--- src/inc/flash_prog_pkg.sv ---
// Constants, state codes and pin bundle for the programmer-mode flash port
package flash_prog_pkg;

  // Clock and derived rates
  localparam int CLK_HZ = 10_000_000;
  localparam int CYCLES_PER_MS = CLK_HZ / 1000;
  localparam int CYCLES_PER_US = CLK_HZ / 1_000_000;

  // Operation time windows, in their printed units
  localparam int PROG_MIN_MS = 1;
  localparam int PROG_MAX_MS = 3000;
  localparam int ERASE_MIN_MS = 100;
  localparam int ERASE_MAX_MS = 40000;
  localparam int ACCESS_MAX_US = 20;

  // Cycle counts: least and longest times both round down with the truncated rates
  localparam int PROG_MIN_CYC = PROG_MIN_MS * CYCLES_PER_MS;
  localparam int PROG_MAX_CYC = PROG_MAX_MS * CYCLES_PER_MS;
  localparam int ERASE_MIN_CYC = ERASE_MIN_MS * CYCLES_PER_MS;
  localparam int ERASE_MAX_CYC = ERASE_MAX_MS * CYCLES_PER_MS;
  localparam int ACCESS_MAX_CYC = ACCESS_MAX_US * CYCLES_PER_US;
  localparam int TIMER_W = 29;

  // Bus geometry
  localparam int ADDR_W = 18;
  localparam int DATA_W = 8;
  localparam int BLOCK_BYTES = 128;
  localparam int BLOCK_LSB_W = 7;

  // Command codes
  localparam logic [7:0] CMD_READ = 8'h00;
  localparam logic [7:0] CMD_PROGRAM = 8'h40;
  localparam logic [7:0] CMD_ERASE = 8'h20;
  localparam logic [7:0] CMD_STATUS = 8'h71;
  localparam logic [7:0] FILL_BYTE = 8'hFF;

  // Polling byte layout
  localparam int DONE_BIT = 7;
  localparam int RESULT_BIT = 6;
  localparam logic [5:0] POLL_LOW_ZERO = 6'h00;

  // Sequencer states, Gray along the program and erase paths out of command wait
  typedef enum logic [3:0] {
    S_READ = 4'h0,
    S_CMD_WAIT = 4'h1,
    S_PROG_LOAD = 4'h3,
    S_PROG_WRITE = 4'h2,
    S_PROG_BUSY = 4'h6,
    S_ERASE_ARM = 4'h5,
    S_ERASE_BUSY = 4'h4,
    S_STATUS_ARM = 4'hC,
    S_STATUS = 4'hD
  } state_type;

  // Programmer-side pin bundle, sampled together
  typedef struct packed {
    logic ce_n;
    logic oe_n;
    logic we_n;
    logic program_permit;
    logic [ADDR_W-1:0] addr;
    logic [DATA_W-1:0] data;
  } pins_type;

  localparam int PINS_W = $bits(pins_type);

endpackage : flash_prog_pkg
--- src/core/flash_programmer_mode_port.sv ---
// Programmer-mode command sequencer for the on-chip flash array
`timescale 1ns/10ps
`default_nettype none
// Overview of operation
// - Writing 00 at any address enters memory read; reads return stored bytes.
// - Writing 40 then 128 address/data writes programs one block: 129 cycles.
// - Writing 20 twice in consecutive writes starts auto-erase.
// - Writing 71 twice in consecutive writes enters status read.
// - Finished operations fall to command wait; read needs a new 00 command.
// - Memory read mode accepts command writes exactly like command wait.
// - Memory read serves unlimited back-to-back reads without new commands.
// - After reset the port starts in memory read mode.
// - Block address low 7 bits must be zero; otherwise write proceeds, error flagged.
// - Done bit marks completion; end-result bit or status read confirms success.
// - Polling bits hold until next command other than 71; driven when chip select and gate low.
// - Auto-erase always clears the whole array.
// - No commands during erase; end-result bit confirms normal erase.
// - Auto-program completes within 1 to 3000 ms.
// - Auto-erase completes within 100 to 40000 ms.
// - Read data is valid within 20 us of the address.
// - Write: CE low, OE high, WE low; read: CE, OE low; CE high floats.
// - Done and end-result read 0 while busy, both 1 on normal end.
module flash_programmer_mode_port #(
  parameter int PROG_MIN_CYC = flash_prog_pkg::PROG_MIN_CYC,
  parameter int PROG_MAX_CYC = flash_prog_pkg::PROG_MAX_CYC,
  parameter int ERASE_MIN_CYC = flash_prog_pkg::ERASE_MIN_CYC,
  parameter int ERASE_MAX_CYC = flash_prog_pkg::ERASE_MAX_CYC
) (
  // Clock and reset
  input wire logic core_clk,
  input wire logic srst,
  // Programmer pins
  input wire logic ce_n,
  input wire logic oe_n,
  input wire logic we_n,
  input wire logic program_permit,
  input wire logic [flash_prog_pkg::ADDR_W-1:0] addr,
  input wire logic [flash_prog_pkg::DATA_W-1:0] data_in,
  output logic [flash_prog_pkg::DATA_W-1:0] data_out,
  output logic data_oe,
  // Array read port, one cycle latency
  output logic [flash_prog_pkg::ADDR_W-1:0] read_location,
  input wire logic [flash_prog_pkg::DATA_W-1:0] array_rd_data,
  // Array write and operation port
  output logic array_wr_en,
  output logic [flash_prog_pkg::ADDR_W-1:0] array_wr_addr,
  output logic [flash_prog_pkg::DATA_W-1:0] array_wr_data,
  output logic program_active,
  output logic erase_active,
  input wire logic array_done,
  // Polling flags as levels
  output logic done_flag,
  output logic end_result_flag
);

  localparam logic [flash_prog_pkg::TIMER_W-1:0] PMIN =
    flash_prog_pkg::TIMER_W'(PROG_MIN_CYC - 1);
  localparam logic [flash_prog_pkg::TIMER_W-1:0] PMAX =
    flash_prog_pkg::TIMER_W'(PROG_MAX_CYC - 1);
  localparam logic [flash_prog_pkg::TIMER_W-1:0] EMIN =
    flash_prog_pkg::TIMER_W'(ERASE_MIN_CYC - 1);
  localparam logic [flash_prog_pkg::TIMER_W-1:0] EMAX =
    flash_prog_pkg::TIMER_W'(ERASE_MAX_CYC - 1);
  localparam logic [flash_prog_pkg::BLOCK_LSB_W-1:0] LAST_IDX =
    flash_prog_pkg::BLOCK_LSB_W'(flash_prog_pkg::BLOCK_BYTES - 1);

  flash_prog_pkg::pins_type raw_pins;
  flash_prog_pkg::pins_type pins;
  flash_prog_pkg::pins_type pins_prev;
  flash_prog_pkg::state_type state;
  logic write_stb;
  logic read_sel;
  logic [7:0] cmd_byte;
  logic [flash_prog_pkg::BLOCK_LSB_W-1:0] load_idx;
  logic [flash_prog_pkg::ADDR_W-1:0] block_location;
  logic addr_error;
  logic [7:0] block_buf [flash_prog_pkg::BLOCK_BYTES];
  logic [flash_prog_pkg::TIMER_W-1:0] timer;
  logic done_seen;
  logic finish_ok;
  logic finish_bad;
  logic busy;

  // True where any command may be written
  function automatic logic cmd_state(input flash_prog_pkg::state_type s);
    return s == flash_prog_pkg::S_READ || s == flash_prog_pkg::S_CMD_WAIT ||
           s == flash_prog_pkg::S_STATUS;
  endfunction : cmd_state

  assign raw_pins = '{ce_n: ce_n, oe_n: oe_n, we_n: we_n, program_permit: program_permit,
                      addr: addr, data: data_in};

  // Pins come from the programmer's clock-free world
  pin_sync #(
    .WIDTH(flash_prog_pkg::PINS_W)
  ) u_sync (
    .core_clk(core_clk),
    .srst(srst),
    .d(raw_pins),
    .q(pins)
  );

  // One sample of history to find the end of the write pulse
  always_ff @(posedge core_clk) begin
    if (srst) begin
      pins_prev <= '1;
    end else begin
      pins_prev <= pins;
    end
  end

  // Data is taken on the strobe's rising edge, where setup is met
  assign write_stb = !pins_prev.we_n && pins.we_n && !pins_prev.ce_n && pins_prev.oe_n;
  assign read_sel = !pins.ce_n && !pins.oe_n && pins.we_n;
  assign cmd_byte = pins_prev.data;
  assign busy = state == flash_prog_pkg::S_PROG_BUSY || state == flash_prog_pkg::S_ERASE_BUSY;

  // Finish decisions, respecting the least and longest operation times
  always_comb begin
    finish_ok = 1'b0;
    finish_bad = 1'b0;
    if (state == flash_prog_pkg::S_PROG_BUSY) begin
      finish_ok = (timer >= PMIN) && (done_seen || array_done);
      finish_bad = !finish_ok && timer >= PMAX;
    end else if (state == flash_prog_pkg::S_ERASE_BUSY) begin
      finish_ok = (timer >= EMIN) && (done_seen || array_done);
      finish_bad = !finish_ok && timer >= EMAX;
    end
  end

  // Command sequencer
  always_ff @(posedge core_clk) begin
    if (srst) begin
      state <= flash_prog_pkg::S_READ;
    end else begin
      unique case (state)
        flash_prog_pkg::S_READ, flash_prog_pkg::S_CMD_WAIT, flash_prog_pkg::S_STATUS: begin
          if (write_stb) begin
            if (cmd_byte == flash_prog_pkg::CMD_READ) begin
              state <= flash_prog_pkg::S_READ;
            end else if (cmd_byte == flash_prog_pkg::CMD_PROGRAM && pins_prev.program_permit) begin
              state <= flash_prog_pkg::S_PROG_LOAD;
            end else if (cmd_byte == flash_prog_pkg::CMD_ERASE && pins_prev.program_permit) begin
              state <= flash_prog_pkg::S_ERASE_ARM;
            end else if (cmd_byte == flash_prog_pkg::CMD_STATUS) begin
              state <= flash_prog_pkg::S_STATUS_ARM;
            end else begin
              state <= flash_prog_pkg::S_CMD_WAIT;
            end
          end
        end
        flash_prog_pkg::S_PROG_LOAD: begin
          if (write_stb && load_idx == LAST_IDX) begin
            state <= flash_prog_pkg::S_PROG_WRITE;
          end
        end
        flash_prog_pkg::S_PROG_WRITE: begin
          if (load_idx == LAST_IDX) begin
            state <= flash_prog_pkg::S_PROG_BUSY;
          end
        end
        flash_prog_pkg::S_ERASE_ARM: begin
          if (write_stb) begin
            state <= (cmd_byte == flash_prog_pkg::CMD_ERASE) ? flash_prog_pkg::S_ERASE_BUSY
                                                             : flash_prog_pkg::S_CMD_WAIT;
          end
        end
        flash_prog_pkg::S_STATUS_ARM: begin
          if (write_stb) begin
            state <= (cmd_byte == flash_prog_pkg::CMD_STATUS) ? flash_prog_pkg::S_STATUS
                                                              : flash_prog_pkg::S_CMD_WAIT;
          end
        end
        flash_prog_pkg::S_PROG_BUSY, flash_prog_pkg::S_ERASE_BUSY: begin
          // Writes here are ignored; the programmer must not send any
          if (finish_ok || finish_bad) begin
            state <= flash_prog_pkg::S_CMD_WAIT;
          end
        end
        default: begin
          state <= flash_prog_pkg::S_CMD_WAIT;
        end
      endcase
    end
  end

  // Block loading: first data write carries the block address
  always_ff @(posedge core_clk) begin
    if (srst) begin
      load_idx <= '0;
      block_location <= '0;
      addr_error <= 1'b0;
    end else if (state == flash_prog_pkg::S_PROG_LOAD && write_stb) begin
      if (load_idx == '0) begin
        block_location <= pins_prev.addr;
        addr_error <= |pins_prev.addr[flash_prog_pkg::BLOCK_LSB_W-1:0];
      end
      load_idx <= load_idx + 1'b1;
    end else if (state == flash_prog_pkg::S_PROG_WRITE) begin
      load_idx <= load_idx + 1'b1;
    end else if (cmd_state(state)) begin
      load_idx <= '0;
    end
  end

  // Page buffer; the array takes the block one byte per cycle
  always_ff @(posedge core_clk) begin
    if (state == flash_prog_pkg::S_PROG_LOAD && write_stb) begin
      block_buf[load_idx] <= cmd_byte;
    end
  end

  // Stream the block; a bad address still writes, with low bits forced clear
  always_ff @(posedge core_clk) begin
    if (srst) begin
      array_wr_en <= 1'b0;
      array_wr_addr <= '0;
      array_wr_data <= '0;
    end else begin
      array_wr_en <= state == flash_prog_pkg::S_PROG_WRITE;
      array_wr_addr <= {block_location[flash_prog_pkg::ADDR_W-1:flash_prog_pkg::BLOCK_LSB_W],
                        load_idx};
      array_wr_data <= block_buf[load_idx];
    end
  end

  // Operation requests as levels; erase covers the whole array
  always_ff @(posedge core_clk) begin
    if (srst) begin
      program_active <= 1'b0;
      erase_active <= 1'b0;
    end else begin
      program_active <= state == flash_prog_pkg::S_PROG_BUSY && !(finish_ok || finish_bad);
      erase_active <= state == flash_prog_pkg::S_ERASE_BUSY && !(finish_ok || finish_bad);
    end
  end

  // Operation timer and early-completion memory
  always_ff @(posedge core_clk) begin
    if (srst) begin
      timer <= '0;
      done_seen <= 1'b0;
    end else if (busy) begin
      timer <= timer + 1'b1;
      done_seen <= done_seen || array_done;
    end else begin
      timer <= '0;
      done_seen <= 1'b0;
    end
  end

  // Polling flags: cleared by any write but a 71 outside busy, held until then; finish wins
  always_ff @(posedge core_clk) begin
    if (srst) begin
      done_flag <= 1'b0;
      end_result_flag <= 1'b0;
    end else if (finish_ok || finish_bad) begin
      done_flag <= 1'b1;
      end_result_flag <= finish_ok && !(state == flash_prog_pkg::S_PROG_BUSY && addr_error);
    end else if (write_stb && !busy && cmd_byte != flash_prog_pkg::CMD_STATUS) begin
      done_flag <= 1'b0;
      end_result_flag <= 1'b0;
    end
  end

  // Read path: address sampled, array answers a cycle later
  always_ff @(posedge core_clk) begin
    if (srst) begin
      read_location <= '0;
    end else begin
      read_location <= pins.addr;
    end
  end

  // Output byte and drive enable; chip select high floats the bus
  always_ff @(posedge core_clk) begin
    if (srst) begin
      data_out <= '0;
      data_oe <= 1'b0;
    end else begin
      data_oe <= read_sel;
      if (state == flash_prog_pkg::S_READ) begin
        data_out <= array_rd_data;
      end else begin
        data_out <= {done_flag, end_result_flag, flash_prog_pkg::POLL_LOW_ZERO};
      end
    end
  end
endmodule : flash_programmer_mode_port
`default_nettype wire

--- src/core/pin_sync.sv ---
// Two-flop synchroniser for the programmer pin bundle
`timescale 1ns/10ps
`default_nettype none
module pin_sync #(
  parameter int WIDTH = 1,
  parameter logic [WIDTH-1:0] IDLE = '1
) (
  // Clock and reset
  input wire logic core_clk,
  input wire logic srst,
  // Asynchronous pins in, synchronised copy out
  input wire logic [WIDTH-1:0] d,
  output logic [WIDTH-1:0] q
);

  logic [WIDTH-1:0] meta;

  // First stage feeds only the second; idle level under reset
  always_ff @(posedge core_clk) begin
    if (srst) begin
      meta <= IDLE;
      q <= IDLE;
    end else begin
      meta <= d;
      q <= meta;
    end
  end

endmodule : pin_sync
`default_nettype wire

--- config.mk ---
export PLATFORM = sky130hd
export DESIGN_NAME = flash_programmer_mode_port
export DESIGN_NICKNAME = d
export VERILOG_FILES = /design/src/inc/flash_prog_pkg.sv /design/src/core/flash_programmer_mode_port.sv /design/src/core/pin_sync.sv
export SDC_FILE = /design/constraint.sdc
export NUM_CORES = 1
export LEC_CHECK = 0
export ABC_AREA = 1
export BUFFER_PORTS_ARGS = -buffer_cell sky130_fd_sc_hd__buf_2
export CAP_MARGIN = 5
export CORE_MARGIN = 1
export CORE_UTILIZATION = 50
export DETAILED_ROUTE_END_ITERATION = 16
export MAX_ROUTING_LAYER = met4
export PLACE_DENSITY = 0.68
export SLEW_MARGIN = 40
export SYNTH_ARGS = -nofsm -noshare
export SYNTH_HDL_FRONTEND = slang
export SYNTH_HIERARCHICAL = 1
export SYNTH_SLANG_ARGS = --single-unit
export TNS_END_PERCENT = 30
--- constraint.sdc ---
create_clock -name core_clk -period 2.6 [get_ports core_clk]
set_input_delay 0 -clock core_clk [delete_from_list [all_inputs] [get_ports core_clk]]
set_output_delay 0 -clock core_clk [all_outputs]
set_load 0.02 [all_outputs]
==> PnR_summary.wiki <==
{| class="wikitable"
! Metric !! Value
|-
| Worst-skew pair later-pin latency || 0.71 ns
|-
| Number of antenna-violating nets in the routed design || 0
|-
| Synth Area per Inst || 12.3 um2
|-
| Synth async-reset ratio || 0%
|-
| Largest net degree at the start of global routing || 129
|-
| Gate power share || 7.7%
|-
| Number of H-tree levels || 3
|-
| Total nets after synthesis || 3802
|-
| Peak supply drop || 0.552 mV
|-
| Die height || 306 um
|-
| Bufs on Longest Clock Path || 3
|-
| Largest family of logic cells by synthesized area || simple AND/OR/NAND/NOR gates
|-
| Final setup violating endpoints || 0
|-
| Startpoint of the worst register-to-register path || load_idx[0]$_SDFFE_PP0P_
|-
| Final-stage net count || 4204
|-
| Sink Count || 1225
|-
| Sequential cell fraction of total power || 52.0%
|-
| Die outline area || 0.0938 mm2
|-
| Clock-pin slew of the registers on the worst-case setup and hold paths || 0.06 ns
|-
| Most area-hungry cell type in the Yosys netlist || sky130_fd_sc_hd__edfxtp_1
|-
| Worst-path fanout max || 16
|-
| Area overhead of the layout relative to synthesis || 17.3%
|-
| Clock tree from TritonCTS || yes
|-
| Top flip-flop cell by instance count after synthesis || sky130_fd_sc_hd__edfxtp_1
|-
| Net switching power of the design || 9510 uW
|-
| Share of post-route cells with drive strength above 1 || 14.7%
|-
| Tightest Hold Check Type || input port to flip-flop
|-
| Floorplan core area || 0.0917 mm2
|-
| Final Hold Viols || 0
|-
| Switching Fraction || 23.2%
|-
| Leak || 0.0195 uW
|-
| Count of buffers added by post-CTS timing repair for setup || 0
|-
| Half-perimeter wire length after placement || 75800 um
|-
| Clock period minus worst slack || 2.52 ns
|-
| Number of cell instances on the worst register-to-register path || 13
|-
| Final period utilization || 97.0%
|-
| Number of global-route vias before repair || 29700
|-
| Least-Margin Pin Slew || 0.710 ns
|-
| Antenna fix cells || 0
|-
| Wire length of the first global-routing pass || 185000 um
|-
| Dpl cells || 5186
|-
| Clock network fraction of design power || 40.2%
|-
| Arrival time of the worst setup path || 3.16 ns
|-
| WL/cell || 22.8 um
|-
| Dominant cells by area after synthesis || sky130_fd_sc_hd__edfxtp_1 (66%), sky130_fd_sc_hd__nand2_1 (8.8%), sky130_fd_sc_hd__dfxtp_1 (8.7%)
|-
| Gpl congestion || 0.936
|-
| Yosys synthesis warning count || 6
|-
| Adder-cell area share of the yosys netlist || 0.0811%
|-
| Register cell area after layout || 0.0348 mm2
|-
| Max-cap viol count || 0
|-
| Initial cell density of the core || 50.5%
|-
| Number of I/O port buffers || 98
|-
| Number of standard cells in the final layout excluding fillers || 5444
|-
| Type of element launching the critical path || flip-flop
|-
| Wire length reported by the detailed router || 124000 um
|-
| Per-cell via count in the routed design || 5.63
|-
| Result of the run || completed
|-
| Number of design rule violations left after detail routing || 0
|-
| Clock Skew || 0.0359 ns
|-
| Synthesis-stage register bit count || 1225
|-
| Power per cell area || 756 mW/mm2
|-
| Total number of vias || 30700
|-
| Initial antenna violation count || 0
|-
| Number of rows created at floorplan || 111
|-
| Unrepaired setup endpoints after global routing || false
|-
| Length of the first detailed-routing pass in iterations || 6
|-
| # fillers || 7135
|-
| Internal power || 31500 uW
|-
| Capturing element type of the critical path || flip-flop
|-
| Total area of multi-input combinational cells || 0.00969 mm2
|-
| Synthesized cell area || 0.0463 mm2
|-
| Hold Worst Slack || 0.0450 ns
|-
| Remaining Overflow, GRT || 0
|-
| Count of boundary I/O pins || 99
|-
| Simple logic cell fraction of the synthesized area || 15.7%
|-
| Clk Tree Root Cell || sky130_fd_sc_hd__clkbuf_16
|-
| Yosys cell types || 47
|-
| Endpoint of the lowest-slack register-to-register path || array_wr_data[6]$_SDFF_PP0_
|-
| Max-slew violations || 0
|-
| Sequential element share of the synthesized area || 75.1%
|-
| R2r setup slk || 0.08 ns
|-
| Share of Yosys cell area claimed by the top area cell type || 66.5%
|-
| Endpoint required time on the critical path || 3.23 ns
|-
| Max-Slew Margin vs Limit || 52.7%
|-
| Total global-route track usage || 27.2%
|-
| Max Clk Rate || 396 MHz
|-
| Instance count along the most critical hold path || 4
|-
| Width of the die || 306 um
|-
| Number of flops mapped to enable cells by yosys || 1024
|-
| Hold EP || u_sync/meta[15]$_SDFF_PP1_
|-
| Source of the worst hold timing path || addr[7]
|-
| Number of instances in the synthesized netlist || 3758
|-
| Crit Path Class || flip-flop to flip-flop
|-
| Number of design-rule violations left by the first detailed-router iteration || 3676
|-
| Mux cell area share after synthesis || 0%
|-
| Number of buffers created by CTS || 118
|-
| Area share of xor/xnor cells in the synthesized design || 0.0379%
|-
| Compound-gate portion of the synthesized area || 5.02%
|}
layer usage:
layer | vias to the layer above | wire length, um | global-route usage, % | part of all wire, %
li1 | 13900 | - | - | -
met1 | 15000 | 49700 | 36.6 | 40
met2 | 1577 | 58800 | 42.4 | 47
met3 | 224 | 12500 | 5.12 | 10
met4 | 0 | 3340 | 7.83 | 2.7
met5 | - | 0 | - | 0
per-stage QoR:
step	util, %	setup TNS, ns	area, um2	power [uW]	worst slack (ns)
final	59.2	0	54300	41000	0.0770
after global routing	59.2	0	54300	42200	0.00497
after CTS	59.2	0	54200	41100	0.0285
after detailed placement	54.7	-0.290	50100	24800	-0.290
after global placement	54.7	-0.290	50100	24800	-0.290
after floorplan	-	0	46300	23500	0.161
worst max-delay path, cell delays in order, from the launching register on:
cell                      delay (ns)
sky130_fd_sc_hd__dfxtp_1        0.41
sky130_fd_sc_hd__buf_6          0.23
sky130_fd_sc_hd__nand3_4        0.11
sky130_fd_sc_hd__inv_4          0.13
sky130_fd_sc_hd__buf_4          0.27
sky130_fd_sc_hd__buf_4          0.21
sky130_fd_sc_hd__nand2_1        0.06
sky130_fd_sc_hd__nand3_1        0.10
sky130_fd_sc_hd__o21ai_0        0.13
sky130_fd_sc_hd__nand2_1        0.27
sky130_fd_sc_hd__nand2_1        0.26
sky130_fd_sc_hd__nand3_1        0.15
sky130_fd_sc_hd__nor2_1         0.06
sky130_fd_sc_hd__nor2_1         0.07
layout make-up:
cell class	instances	area share, %
Sequential cell	1225	64.1
Clock inverter	68	0.938
Clock buffer	150	5.91
Multi-Input combinational cell	2123	17.9
Timing Repair Buffer	434	6.57
Inverter	258	1.85
Tap cell	1186	2.73
how the worst max path moves through the flow:
stage | start | endpoint
2_1_floorplan | load_idx[1]$_SDFFE_PP0P_ | block_buf[95][0]$_DFFE_PP_
3_3_place_gp | load_idx[2]$_SDFFE_PP0P_ | array_wr_data[3]$_SDFF_PP0_
3_5_place_dp | load_idx[2]$_SDFFE_PP0P_ | array_wr_data[3]$_SDFF_PP0_
4_1_cts | load_idx[1]$_SDFFE_PP0P_ | array_wr_data[3]$_SDFF_PP0_
5_1_grt | load_idx[1]$_SDFFE_PP0P_ | array_wr_data[0]$_SDFF_PP0_
6_report | load_idx[0]$_SDFFE_PP0P_ | array_wr_data[6]$_SDFF_PP0_
power groups by stage:
stage | Clock, uW | Combinational, uW | Sequential [uW]
after CTS | 16600 | 3130 | 21300
final | 16500 | 3180 | 21400
after floorplan | 0 | 1630 | 21900
after global routing | 17400 | 3430 | 21400
after detailed placement | 0 | 3060 | 21800
after global placement | 0 | 3040 | 21800
cells in the final DEF, fill, tap and decap left out, types with 103 or more instances in the layout:
cell,instances
sky130_fd_sc_hd__nand2_1,1086
sky130_fd_sc_hd__edfxtp_1,1024
sky130_fd_sc_hd__nor2_1,328
sky130_fd_sc_hd__buf_4,259
sky130_fd_sc_hd__inv_1,247
sky130_fd_sc_hd__dfxtp_1,192
sky130_fd_sc_hd__nand4_1,154
sky130_fd_sc_hd__clkbuf_16,122
sky130_fd_sc_hd__a22oi_1,106
sky130_fd_sc_hd__o21ai_0,103
synthesized netlist by cell type (3+ instances only):
master and n:
sky130_fd_sc_hd__nand2_1 1090, sky130_fd_sc_hd__edfxtp_1 1024, sky130_fd_sc_hd__nor2_1 331, sky130_fd_sc_hd__inv_1 245
sky130_fd_sc_hd__dfxtp_1 201, sky130_fd_sc_hd__nand4_1 154, sky130_fd_sc_hd__a22oi_1 106, sky130_fd_sc_hd__nand3_1 104
sky130_fd_sc_hd__o21ai_0 104, sky130_fd_sc_hd__buf_2 87, sky130_fd_sc_hd__a21oi_1 81, sky130_fd_sc_hd__clkbuf_1 30
sky130_fd_sc_hd__o21ai_1 27, sky130_fd_sc_hd__nor3_1 24, sky130_fd_sc_hd__buf_6 21, sky130_fd_sc_hd__o2111ai_1 20
sky130_fd_sc_hd__or2_2 13, sky130_fd_sc_hd__o211ai_1 12, sky130_fd_sc_hd__buf_4 11, sky130_fd_sc_hd__inv_2 9
sky130_fd_sc_hd__a22o_1 7, sky130_fd_sc_hd__nor2_2 7, sky130_fd_sc_hd__o2bb2ai_1 6, sky130_fd_sc_hd__and3_1 4
sky130_fd_sc_hd__nand3_4 4, sky130_fd_sc_hd__buf_1 3, sky130_fd_sc_hd__ha_1 3, sky130_fd_sc_hd__nand3b_1 3
cell families (layout without fill, tap and decap cells):
family,Yosys count,in the layout
simple gates,1744,1744
flops,1225,1225
buf+inv,410,910
compound gates,374,374
fa+ha+maj,3,3
xor+xnor,2,2
state kept, by name, summed over array words and instances (netlist names):
name / count
state: 4
done_seen: 1
end_result_flag: 1
block_location: 11
block_buf: 1024
load_idx: 7
addr_error: 1
u_sync/meta: 30
cmd_byte: 8
data_out: 8
u_sync/q: 30
data_oe: 1
array_wr_addr: 18
read_location: 18
erase_active: 1
done_flag: 1
array_wr_en: 1
array_wr_data: 8
program_active: 1
pins_prev: 22
timer: 29
repair_timing:
action / CTS / global route
pin swaps: 2 / 3
cloned: 0 / 0
endpoints found under the setup margin: 1 / 128
hold buffers: 40 / 0
hold endpoints to repair: 57 / 0
gates resized for setup: 6 / 9
(Power assumes the default switching activity.)
